--- src/rtl/qsi_buffers_regs.svh ---
// Register offsets, field positions, reset values and sizes of the serial buffer block
`ifndef QSI_BUFFERS_REGS_SVH
`define QSI_BUFFERS_REGS_SVH
`define OFS_TX_COMMAND_WORD 8'h00
`define OFS_RX_WORD 8'h04
`define OFS_INT_SIG_EN 8'h08
`define OFS_INT_STATUS 8'h0C
`define OFS_INT_MASK 8'h10
`define OFS_BUF_LEVELS 8'h14
`define RST_WORD 32'h0000_0000
`define SIG_EN_BITS 12
`define BIT_DMA_BUS_ERR 11
`define BIT_PACKET_DONE 10
`define BIT_DESCRIPTOR_DONE 9
`define BIT_CTRL_THR 8
`define BIT_CTRL_EMPTY 7
`define BIT_CTRL_FULL 6
`define BIT_RX_THR 5
`define BIT_RX_FULL 4
`define BIT_RX_EMPTY 3
`define BIT_TX_THR 2
`define BIT_TX_FULL 1
`define BIT_TX_EMPTY 0
`define QUEUE_DEPTH 8
`define RESP_OKAY 2'b00
`define RESP_SLVERR 2'b10
`define LEVEL_TX_LSB 0
`define LEVEL_RX_LSB 8
`endif

--- src/rtl/qsi_buffers_pkg.sv ---
// Types shared by the serial buffer block
package qsi_buffers_pkg;
	typedef struct packed {
		logic valid;
		logic [31:0] data;
	} word_t;
	typedef struct packed {
		logic dmaBusErr;
		logic packetDone;
		logic descriptorDone;
		logic ctrlThreshold;
		logic ctrlEmpty;
		logic ctrlFull;
	} ext_events_t;
endpackage : qsi_buffers_pkg

--- src/rtl/quad_serial_buffers.sv ---
// Transmit queue, receive FIFO and interrupt signal enables of the quad serial interface
//
// Local design decisions: register access over AXI4-Lite and the register offsets.
`include "qsi_buffers_regs.svh"
module quad_serial_buffers #(
	parameter int DEPTH = `QUEUE_DEPTH,
	parameter int TX_THRESHOLD = 4,
	parameter int RX_THRESHOLD = 4
) (
	input wire logic clk,
	input wire logic arst_n,
	input wire logic [7:0] awaddr,
	input wire logic awvalid,
	output logic awready,
	input wire logic [31:0] wdata,
	input wire logic [3:0] wstrb,
	input wire logic wvalid,
	output logic wready,
	output logic [1:0] bresp,
	output logic bvalid,
	input wire logic bready,
	input wire logic [7:0] araddr,
	input wire logic arvalid,
	output logic arready,
	output logic [31:0] rdata,
	output logic [1:0] rresp,
	output logic rvalid,
	input wire logic rready,
	output qsi_buffers_pkg::word_t loadWord,
	input wire logic loadTaken,
	input wire logic [31:0] shiftIn,
	input wire logic transferDone,
	input wire qsi_buffers_pkg::ext_events_t events,
	output logic [`SIG_EN_BITS-1:0] intSignals,
	output logic irq
);
	import qsi_buffers_pkg::*;

	localparam int AW = $clog2(DEPTH);

	// ----------------------------------------
	// State
	// ----------------------------------------
	logic [31:0] txMem [DEPTH];
	logic [31:0] rxMem [DEPTH];
	logic [31:0] next_txMem [DEPTH];
	logic [31:0] next_rxMem [DEPTH];
	logic [AW-1:0] txRd, txWr, rxRd, rxWr;
	logic [AW-1:0] next_txRd, next_txWr, next_rxRd, next_rxWr;
	logic [AW:0] txCount, rxCount, next_txCount, next_rxCount;
	logic [31:0] txLast, next_txLast;
	logic [31:0] rxHead, next_rxHead;
	logic [`SIG_EN_BITS-1:0] sigEn, next_sigEn;
	logic [`SIG_EN_BITS-1:0] intStatus, next_intStatus;
	logic [`SIG_EN_BITS-1:0] intMask, next_intMask;
	logic [`SIG_EN_BITS-1:0] cond;
	logic [7:0] awAddrHold, next_awAddrHold;
	logic awHave, next_awHave;
	logic [31:0] wDataHold, next_wDataHold;
	logic [3:0] wStrbHold, next_wStrbHold;
	logic wHave, next_wHave;
	logic bvalidR, next_bvalidR;
	logic [1:0] brespR, next_brespR;
	logic rvalidR, next_rvalidR;
	logic [31:0] rdataR, next_rdataR;
	logic [1:0] rrespR, next_rrespR;
	logic [31:0] loadData, next_loadData;
	logic loadValid, next_loadValid;

	logic doWrite, doRead, txPush, txPop, rxPush, rxPop, txFull, txEmpty, rxFull, rxEmpty;
	logic [31:0] wMerged;

	// ----------------------------------------
	// Bus handshakes
	// ----------------------------------------
	assign awready = !awHave && !bvalidR;
	assign wready = !wHave && !bvalidR;
	assign arready = !rvalidR;
	assign bvalid = bvalidR;
	assign bresp = brespR;
	assign rvalid = rvalidR;
	assign rdata = rdataR;
	assign rresp = rrespR;
	assign loadWord = '{valid: loadValid, data: loadData};

	assign txFull = txCount == (AW+1)'(DEPTH);
	assign txEmpty = txCount == '0;
	assign rxFull = rxCount == (AW+1)'(DEPTH);
	assign rxEmpty = rxCount == '0;

	function automatic logic [31:0] merge(input logic [31:0] old, input logic [31:0] nw, input logic [3:0] st);
		logic [31:0] res;
		res = old;
		for (int i = 0; i < 4; i++) begin
			if (st[i]) begin
				res[i*8 +: 8] = nw[i*8 +: 8];
			end
		end
		return res;
	endfunction : merge

	// ----------------------------------------
	// Event conditions and gating
	// ----------------------------------------
	always_comb begin
		cond = '0;
		cond[`BIT_DMA_BUS_ERR] = events.dmaBusErr;
		cond[`BIT_PACKET_DONE] = events.packetDone;
		cond[`BIT_DESCRIPTOR_DONE] = events.descriptorDone;
		cond[`BIT_CTRL_THR] = events.ctrlThreshold;
		cond[`BIT_CTRL_EMPTY] = events.ctrlEmpty;
		cond[`BIT_CTRL_FULL] = events.ctrlFull;
		cond[`BIT_RX_THR] = rxCount >= (AW+1)'(RX_THRESHOLD);
		cond[`BIT_RX_FULL] = rxFull;
		cond[`BIT_RX_EMPTY] = rxEmpty;
		cond[`BIT_TX_THR] = txCount <= (AW+1)'(TX_THRESHOLD);
		cond[`BIT_TX_FULL] = txFull;
		cond[`BIT_TX_EMPTY] = txEmpty;
	end

	// Each signal is its live condition and its enable bit
	genvar g;
	generate
		for (g = 0; g < `SIG_EN_BITS; g++) begin : gateGen
			assign intSignals[g] = cond[g] & sigEn[g];
		end
	endgenerate

	assign irq = |(intStatus & intMask);

	// ----------------------------------------
	// Next state
	// ----------------------------------------
	always_comb begin
		next_txMem = txMem;
		next_rxMem = rxMem;
		next_txRd = txRd;
		next_txWr = txWr;
		next_rxRd = rxRd;
		next_rxWr = rxWr;
		next_txCount = txCount;
		next_rxCount = rxCount;
		next_txLast = txLast;
		next_rxHead = rxHead;
		next_sigEn = sigEn;
		next_intMask = intMask;
		next_intStatus = intStatus;
		next_awAddrHold = awAddrHold;
		next_awHave = awHave;
		next_wDataHold = wDataHold;
		next_wStrbHold = wStrbHold;
		next_wHave = wHave;
		next_bvalidR = bvalidR;
		next_brespR = brespR;
		next_rvalidR = rvalidR;
		next_rdataR = rdataR;
		next_rrespR = rrespR;
		next_loadData = loadData;
		next_loadValid = loadValid;
		txPush = 1'b0;
		rxPop = 1'b0;
		wMerged = '0;

		if (awvalid && awready) begin
			next_awAddrHold = awaddr;
			next_awHave = 1'b1;
		end
		if (wvalid && wready) begin
			next_wDataHold = wdata;
			next_wStrbHold = wstrb;
			next_wHave = 1'b1;
		end
		if (bvalidR && bready) begin
			next_bvalidR = 1'b0;
		end
		doWrite = awHave && wHave && !bvalidR;
		if (doWrite) begin
			next_awHave = 1'b0;
			next_wHave = 1'b0;
			next_bvalidR = 1'b1;
			next_brespR = `RESP_OKAY;
			if (awAddrHold == `OFS_TX_COMMAND_WORD) begin
				wMerged = merge(txLast, wDataHold, wStrbHold);
				if (txFull) begin
					// Overflowing word is dropped and flagged
					next_brespR = `RESP_SLVERR;
				end else begin
					txPush = 1'b1;
					next_txLast = wMerged;
				end
			end else if (awAddrHold == `OFS_INT_SIG_EN) begin
				wMerged = merge(32'(sigEn), wDataHold, wStrbHold);
				next_sigEn = wMerged[`SIG_EN_BITS-1:0];
			end else if (awAddrHold == `OFS_INT_MASK) begin
				wMerged = merge(32'(intMask), wDataHold, wStrbHold);
				next_intMask = wMerged[`SIG_EN_BITS-1:0];
			end else if (awAddrHold == `OFS_INT_STATUS) begin
				wMerged = merge(`RST_WORD, wDataHold, wStrbHold);
				next_intStatus = intStatus & ~wMerged[`SIG_EN_BITS-1:0];
			end else if (awAddrHold == `OFS_RX_WORD || awAddrHold == `OFS_BUF_LEVELS) begin
				next_brespR = `RESP_OKAY;
			end else begin
				next_brespR = `RESP_SLVERR;
			end
		end

		if (rvalidR && rready) begin
			next_rvalidR = 1'b0;
		end
		doRead = arvalid && arready;
		if (doRead) begin
			next_rvalidR = 1'b1;
			next_rrespR = `RESP_OKAY;
			next_rdataR = `RST_WORD;
			if (araddr == `OFS_TX_COMMAND_WORD) begin
				next_rdataR = txLast;
			end else if (araddr == `OFS_RX_WORD) begin
				next_rdataR = rxHead;
				rxPop = !rxEmpty;
			end else if (araddr == `OFS_INT_SIG_EN) begin
				next_rdataR = 32'(sigEn);
			end else if (araddr == `OFS_INT_MASK) begin
				next_rdataR = 32'(intMask);
			end else if (araddr == `OFS_INT_STATUS) begin
				next_rdataR = 32'(intStatus);
			end else if (araddr == `OFS_BUF_LEVELS) begin
				next_rdataR[`LEVEL_TX_LSB +: AW+1] = txCount;
				next_rdataR[`LEVEL_RX_LSB +: AW+1] = rxCount;
			end else begin
				next_rrespR = `RESP_SLVERR;
			end
		end

		// Transmit queue toward the shift register
		txPop = loadValid && loadTaken;
		if (txPop) begin
			next_loadValid = 1'b0;
		end
		if (txPush) begin
			next_txMem[txWr] = wMerged;
			next_txWr = AW'((txWr + 1'b1) % DEPTH);
		end
		if (!txEmpty && (!loadValid || txPop)) begin
			next_loadData = txMem[txRd];
			next_loadValid = 1'b1;
			next_txRd = AW'((txRd + 1'b1) % DEPTH);
		end
		next_txCount = txCount + (AW+1)'(txPush) - (AW+1)'(!txEmpty && (!loadValid || txPop));

		// Receive FIFO; a word arriving while full is lost unless a read pops a word in the same cycle
		rxPush = transferDone && (!rxFull || rxPop);
		if (rxPush) begin
			next_rxMem[rxWr] = shiftIn;
			next_rxWr = AW'((rxWr + 1'b1) % DEPTH);
		end
		if (rxPop) begin
			next_rxRd = AW'((rxRd + 1'b1) % DEPTH);
		end
		next_rxCount = rxCount + (AW+1)'(rxPush) - (AW+1)'(rxPop);
		// Head kept registered so the read data is a flop
		if (next_rxCount == '0) begin
			next_rxHead = `RST_WORD;
		end else if (rxCount == '0 || (rxPop && next_rxCount == 1 && rxPush && rxCount == 1)) begin
			next_rxHead = rxPush ? shiftIn : next_rxMem[next_rxRd];
		end else begin
			next_rxHead = next_rxMem[next_rxRd];
		end

		// Sticky status, set wins over clear
		next_intStatus = next_intStatus | intSignals;
	end

	// ----------------------------------------
	// Registers
	// ----------------------------------------
	always_ff @(posedge clk or negedge arst_n) begin
		if (!arst_n) begin
			for (int i = 0; i < DEPTH; i++) begin
				txMem[i] <= `RST_WORD;
				rxMem[i] <= `RST_WORD;
			end
			txRd <= '0;
			txWr <= '0;
			rxRd <= '0;
			rxWr <= '0;
			txCount <= '0;
			rxCount <= '0;
			txLast <= `RST_WORD;
			rxHead <= `RST_WORD;
			sigEn <= '0;
			intStatus <= '0;
			intMask <= '0;
			awAddrHold <= '0;
			awHave <= 1'b0;
			wDataHold <= `RST_WORD;
			wStrbHold <= '0;
			wHave <= 1'b0;
			bvalidR <= 1'b0;
			brespR <= `RESP_OKAY;
			rvalidR <= 1'b0;
			rdataR <= `RST_WORD;
			rrespR <= `RESP_OKAY;
			loadData <= `RST_WORD;
			loadValid <= 1'b0;
		end else begin
			txMem <= next_txMem;
			rxMem <= next_rxMem;
			txRd <= next_txRd;
			txWr <= next_txWr;
			rxRd <= next_rxRd;
			rxWr <= next_rxWr;
			txCount <= next_txCount;
			rxCount <= next_rxCount;
			txLast <= next_txLast;
			rxHead <= next_rxHead;
			sigEn <= next_sigEn;
			intStatus <= next_intStatus;
			intMask <= next_intMask;
			awAddrHold <= next_awAddrHold;
			awHave <= next_awHave;
			wDataHold <= next_wDataHold;
			wStrbHold <= next_wStrbHold;
			wHave <= next_wHave;
			bvalidR <= next_bvalidR;
			brespR <= next_brespR;
			rvalidR <= next_rvalidR;
			rdataR <= next_rdataR;
			rrespR <= next_rrespR;
			loadData <= next_loadData;
			loadValid <= next_loadValid;
		end
	end
endmodule : quad_serial_buffers

--- config.mk ---
export PLATFORM = sky130hd
export DESIGN_NAME = quad_serial_buffers
export DESIGN_NICKNAME = d
export VERILOG_FILES = /design/src/rtl/qsi_buffers_pkg.sv /design/src/rtl/quad_serial_buffers.sv
export VERILOG_INCLUDE_DIRS = /design/src /design/src/rtl
export SDC_FILE = /design/constraint.sdc
export NUM_CORES = 1
export LEC_CHECK = 0
export BUFFER_PORTS_ARGS = -buffer_cell sky130_fd_sc_hd__buf_2
export CAP_MARGIN = 30
export CORE_MARGIN = 3
export CORE_UTILIZATION = 49
export DETAILED_ROUTE_END_ITERATION = 8
export PLACE_DENSITY = 0.66
export SKIP_LAST_GASP = 1
export SLEW_MARGIN = 20
export SYNTH_ARGS = -nofsm -noshare
export SYNTH_HDL_FRONTEND = slang
export SYNTH_SLANG_ARGS = --single-unit
--- constraint.sdc ---
create_clock -name clk -period 7.36 [get_ports clk]
set_clock_uncertainty 0.15 [all_clocks]
set_input_delay 1.104 -clock clk [delete_from_list [all_inputs] [get_ports clk]]
set_output_delay 1.104 -clock clk [all_outputs]
set_load 0.1 [all_outputs]
==> impl_metrics.ini <==
[critical_path]
r2r-end = rxHead[20]$_DFF_PN0_
crit_type = in2reg
regToRegSetupSlack_ns = 1.66
worstSetupStartpointType = input port
critPathMaxFanout = 36
worstRegToRegCells = 18
cp.required_ns = 7.74
r2r_start = rxCount[2]$_DFF_PN0_
arrival_ns = 6.54
crit_path_end_kind = register

[power]
leakage_nw = 18.2
p_total_mw = 14.0
power_density_nw_per_um2 = 374
ir_drop_uv = 274

[drt]
dr.pass1.iters = 7
postRouteAntennaNets = 0
drt_iter0_markers = 2220
vias = 23600
wl_per_cell_um = 22.5
drt-total-wl_um = 89700
vias_per_cell = 5.90
route.detailed.drc = 0

[timing]
hold_viol_final = 0
fin_hold_ws_ns = 0.326
fin_crit_sh_pct = 83.7
max_freq_mhz = 162
setup_viol = 0
period_minus_slack_ns = 6.16
tightest_slew_ns = 1.08
fin_ws_ns = 1.20
tns_ns = 0
rsz0062_at_grt = no
slew_violations = 0
relSlewSlack_pct = 27.8

[worst_hold_path]
hold_end = txMem[141]$_DFFE_PN0P_
min_from = txMem[141]$_DFFE_PN0P_
hold_class = reg2reg
worstHoldPathCells = 2

[die]
start_util_pct = 49.9
pin_count = 186
core_sq_um = 66500
die_width_um = 266
rows = 94
die_y_um = 266
die-area_sq_um = 70900

[layout]
final_common_cell = dfrtp_1
final_cell_mix = 744 x dfrtp_1, 341 x nand2_1, 316 x o21ai_0, 273 x mux2i_1, 267 x inv_1
area_growth_pct = 13.1
stdcell_area_sq_um = 37600
drive_above_1_share_pct = 18.9
final_util_pct = 56.5
fin_nets = 3188
fin_cells = 3991

[global_routing]
grt_overflow = 0
antenna_found_initial = 12
grt_usage_pct = 25.5
grt_max_degree = 189
grt_pass1_wl_um = 141000
first_global_vias = 24200

[clock_tree]
clk_pin_slew_worst_paths_ns = 0.06
clk_latency_ns = 0.62
ctsResizeCount = 0
cts_hold_repair.buffers = 0
clock_sinks = 747
cts_root_buf = clkbuf_16
cts_buffers = 78
cts_max_level = 3
clk_path_buf_depth = 3
cts_tree = yes
cts_setup_buffers = 0

[outcome]
status = complete, no violations

[synth]
syn_inst = 2968
synthArstFlopShare_pct = 100
synth_edf_count = 0
synth_seq_cells = 747
ys.flop_type = dfrtp_1
syn_avg_cell_area_sq_um = 11.2
ys_seq_area_share_pct = 56.3
syn_area_sq_um = 33200
ys.warnings.count = 0
synth_cell_types = 68

[placed_design]
place_area_sq_um = 35000
place_congestion = 0.899
hpwl_um = 57200
place_ws_ns = 0.650
dpl.cell_count = 3852
port_buffers = 183

[flow_run]
maxCapViolCount = 0
-- layout make-up --
type / count / area, sq um
antenna: 5 / 12.5
clock buffer: 118 / 2310
clock inverter: 15 / 214
fill: 5521 / 28900
inverter: 268 / 1010
multi-input combinational: 1739 / 12800
sequential: 747 / 18700
tap: 864 / 1080
timing repair buffer: 235 / 1420
-- cells in the mapped netlist (all sizes together) (4+ instances only) --
cell | number | area (sq um)
a221oi | 39 | 342
nand2b | 16 | 100
a22o | 5 | 43.8
o221ai | 30 | 263
xnor2 | 11 | 96.3
mux2 | 109 | 1230
inv | 268 | 1010
dfrtp | 747 | 18700
a21oi | 41 | 205
ha | 18 | 225
and2 | 14 | 87.6
nor3 | 5 | 35.0
mux2i | 274 | 2740
a2111oi | 29 | 435
nand2 | 344 | 1290
clkbuf | 172 | 647
nor2b | 13 | 81.3
a21o | 15 | 113
o21ai | 325 | 1630
xor2 | 4 | 35.0
a32oi | 5 | 43.8
o211ai | 4 | 30.0
nand3 | 14 | 70.1
nor4 | 9 | 56.3
nor3b | 7 | 52.6
mux4 | 64 | 1440
buf | 43 | 238
a22oi | 15 | 113
a222oi | 17 | 170
and3 | 15 | 93.8
a31oi | 7 | 43.8
nor2 | 151 | 567
o22ai | 99 | 619
-- per-layer routing --
metal / vias up / global-route usage, % / wire, um
li1: 10500 / - / -
met1: 12000 / 34.4 / 37900
met2: 789 / 41.9 / 43200
met3: 180 / 4.29 / 5870
met4: 12 / 9.11 / 2690
met5: - / 0 / 76
-- state kept, by name (all words and copies together) (netlist names), 3 cells and up --
register,cells
rxRd,3
intStatus,12
awAddrHold,8
wStrbHold,4
rxCount,4
loadData,32
txRd,3
wDataHold,32
txLast,32
txCount,4
txMem,256
rxMem,256
rxWr,3
sigEn,12
txWr,3
intMask,12
rxHead,32
rdata,32
-- power breakdown --
| part | internal (mW) | total, mW | switching, mW |
|---|---|---|---|
| Combinational | 1.46 | 4.17 | 2.71 |
| Clock | 2.28 | 3.91 | 1.63 |
| Sequential | 5.23 | 5.96 | 0.726 |
-- worst max-delay path, stage by stage --
cell       delay (ns)
buf_2            0.12
or4_1            0.69
o41ai_2          0.74
nand2_1          0.30
ha_1             0.36
inv_1            0.06
ha_1             0.19
inv_1            0.08
fa_1             0.54
inv_1            0.06
nor4b_1          0.64
o311ai_0         0.23
a2111o_2         0.78
buf_12           0.28
o221ai_1         0.11
a2111oi_2        0.06
nor2_1           0.16
-- cell families after synthesis --
| logic type | Yosys count | share of synthesized area (%) |
|---|---|---|
| simple gates | 605 | 7.74 |
| fa+ha+maj | 20 | 0.799 |
| compound gates | 650 | 12.7 |
| xor+xnor | 15 | 0.396 |
| other cells | 1 | 0.0113 |
| buf+inv | 483 | 5.70 |
| mux | 447 | 16.3 |
| flops | 747 | 56.3 |
-- how the worst max path moves through the flow --
stage,from,endpoint,cells past startpoint
after global placement,araddr[4],rxHead[29]$_DFF_PN0_,15
final,araddr[4],rxHead[20]$_DFF_PN0_,17
after detailed placement,araddr[4],rxHead[16]$_DFF_PN0_,17
after CTS,araddr[4],rxHead[16]$_DFF_PN0_,17
after global routing,araddr[4],rxHead[28]$_DFF_PN0_,17
after floorplan,araddr[4],rxHead[10]$_DFF_PN0_,17
(Power assumes the default switching activity.)
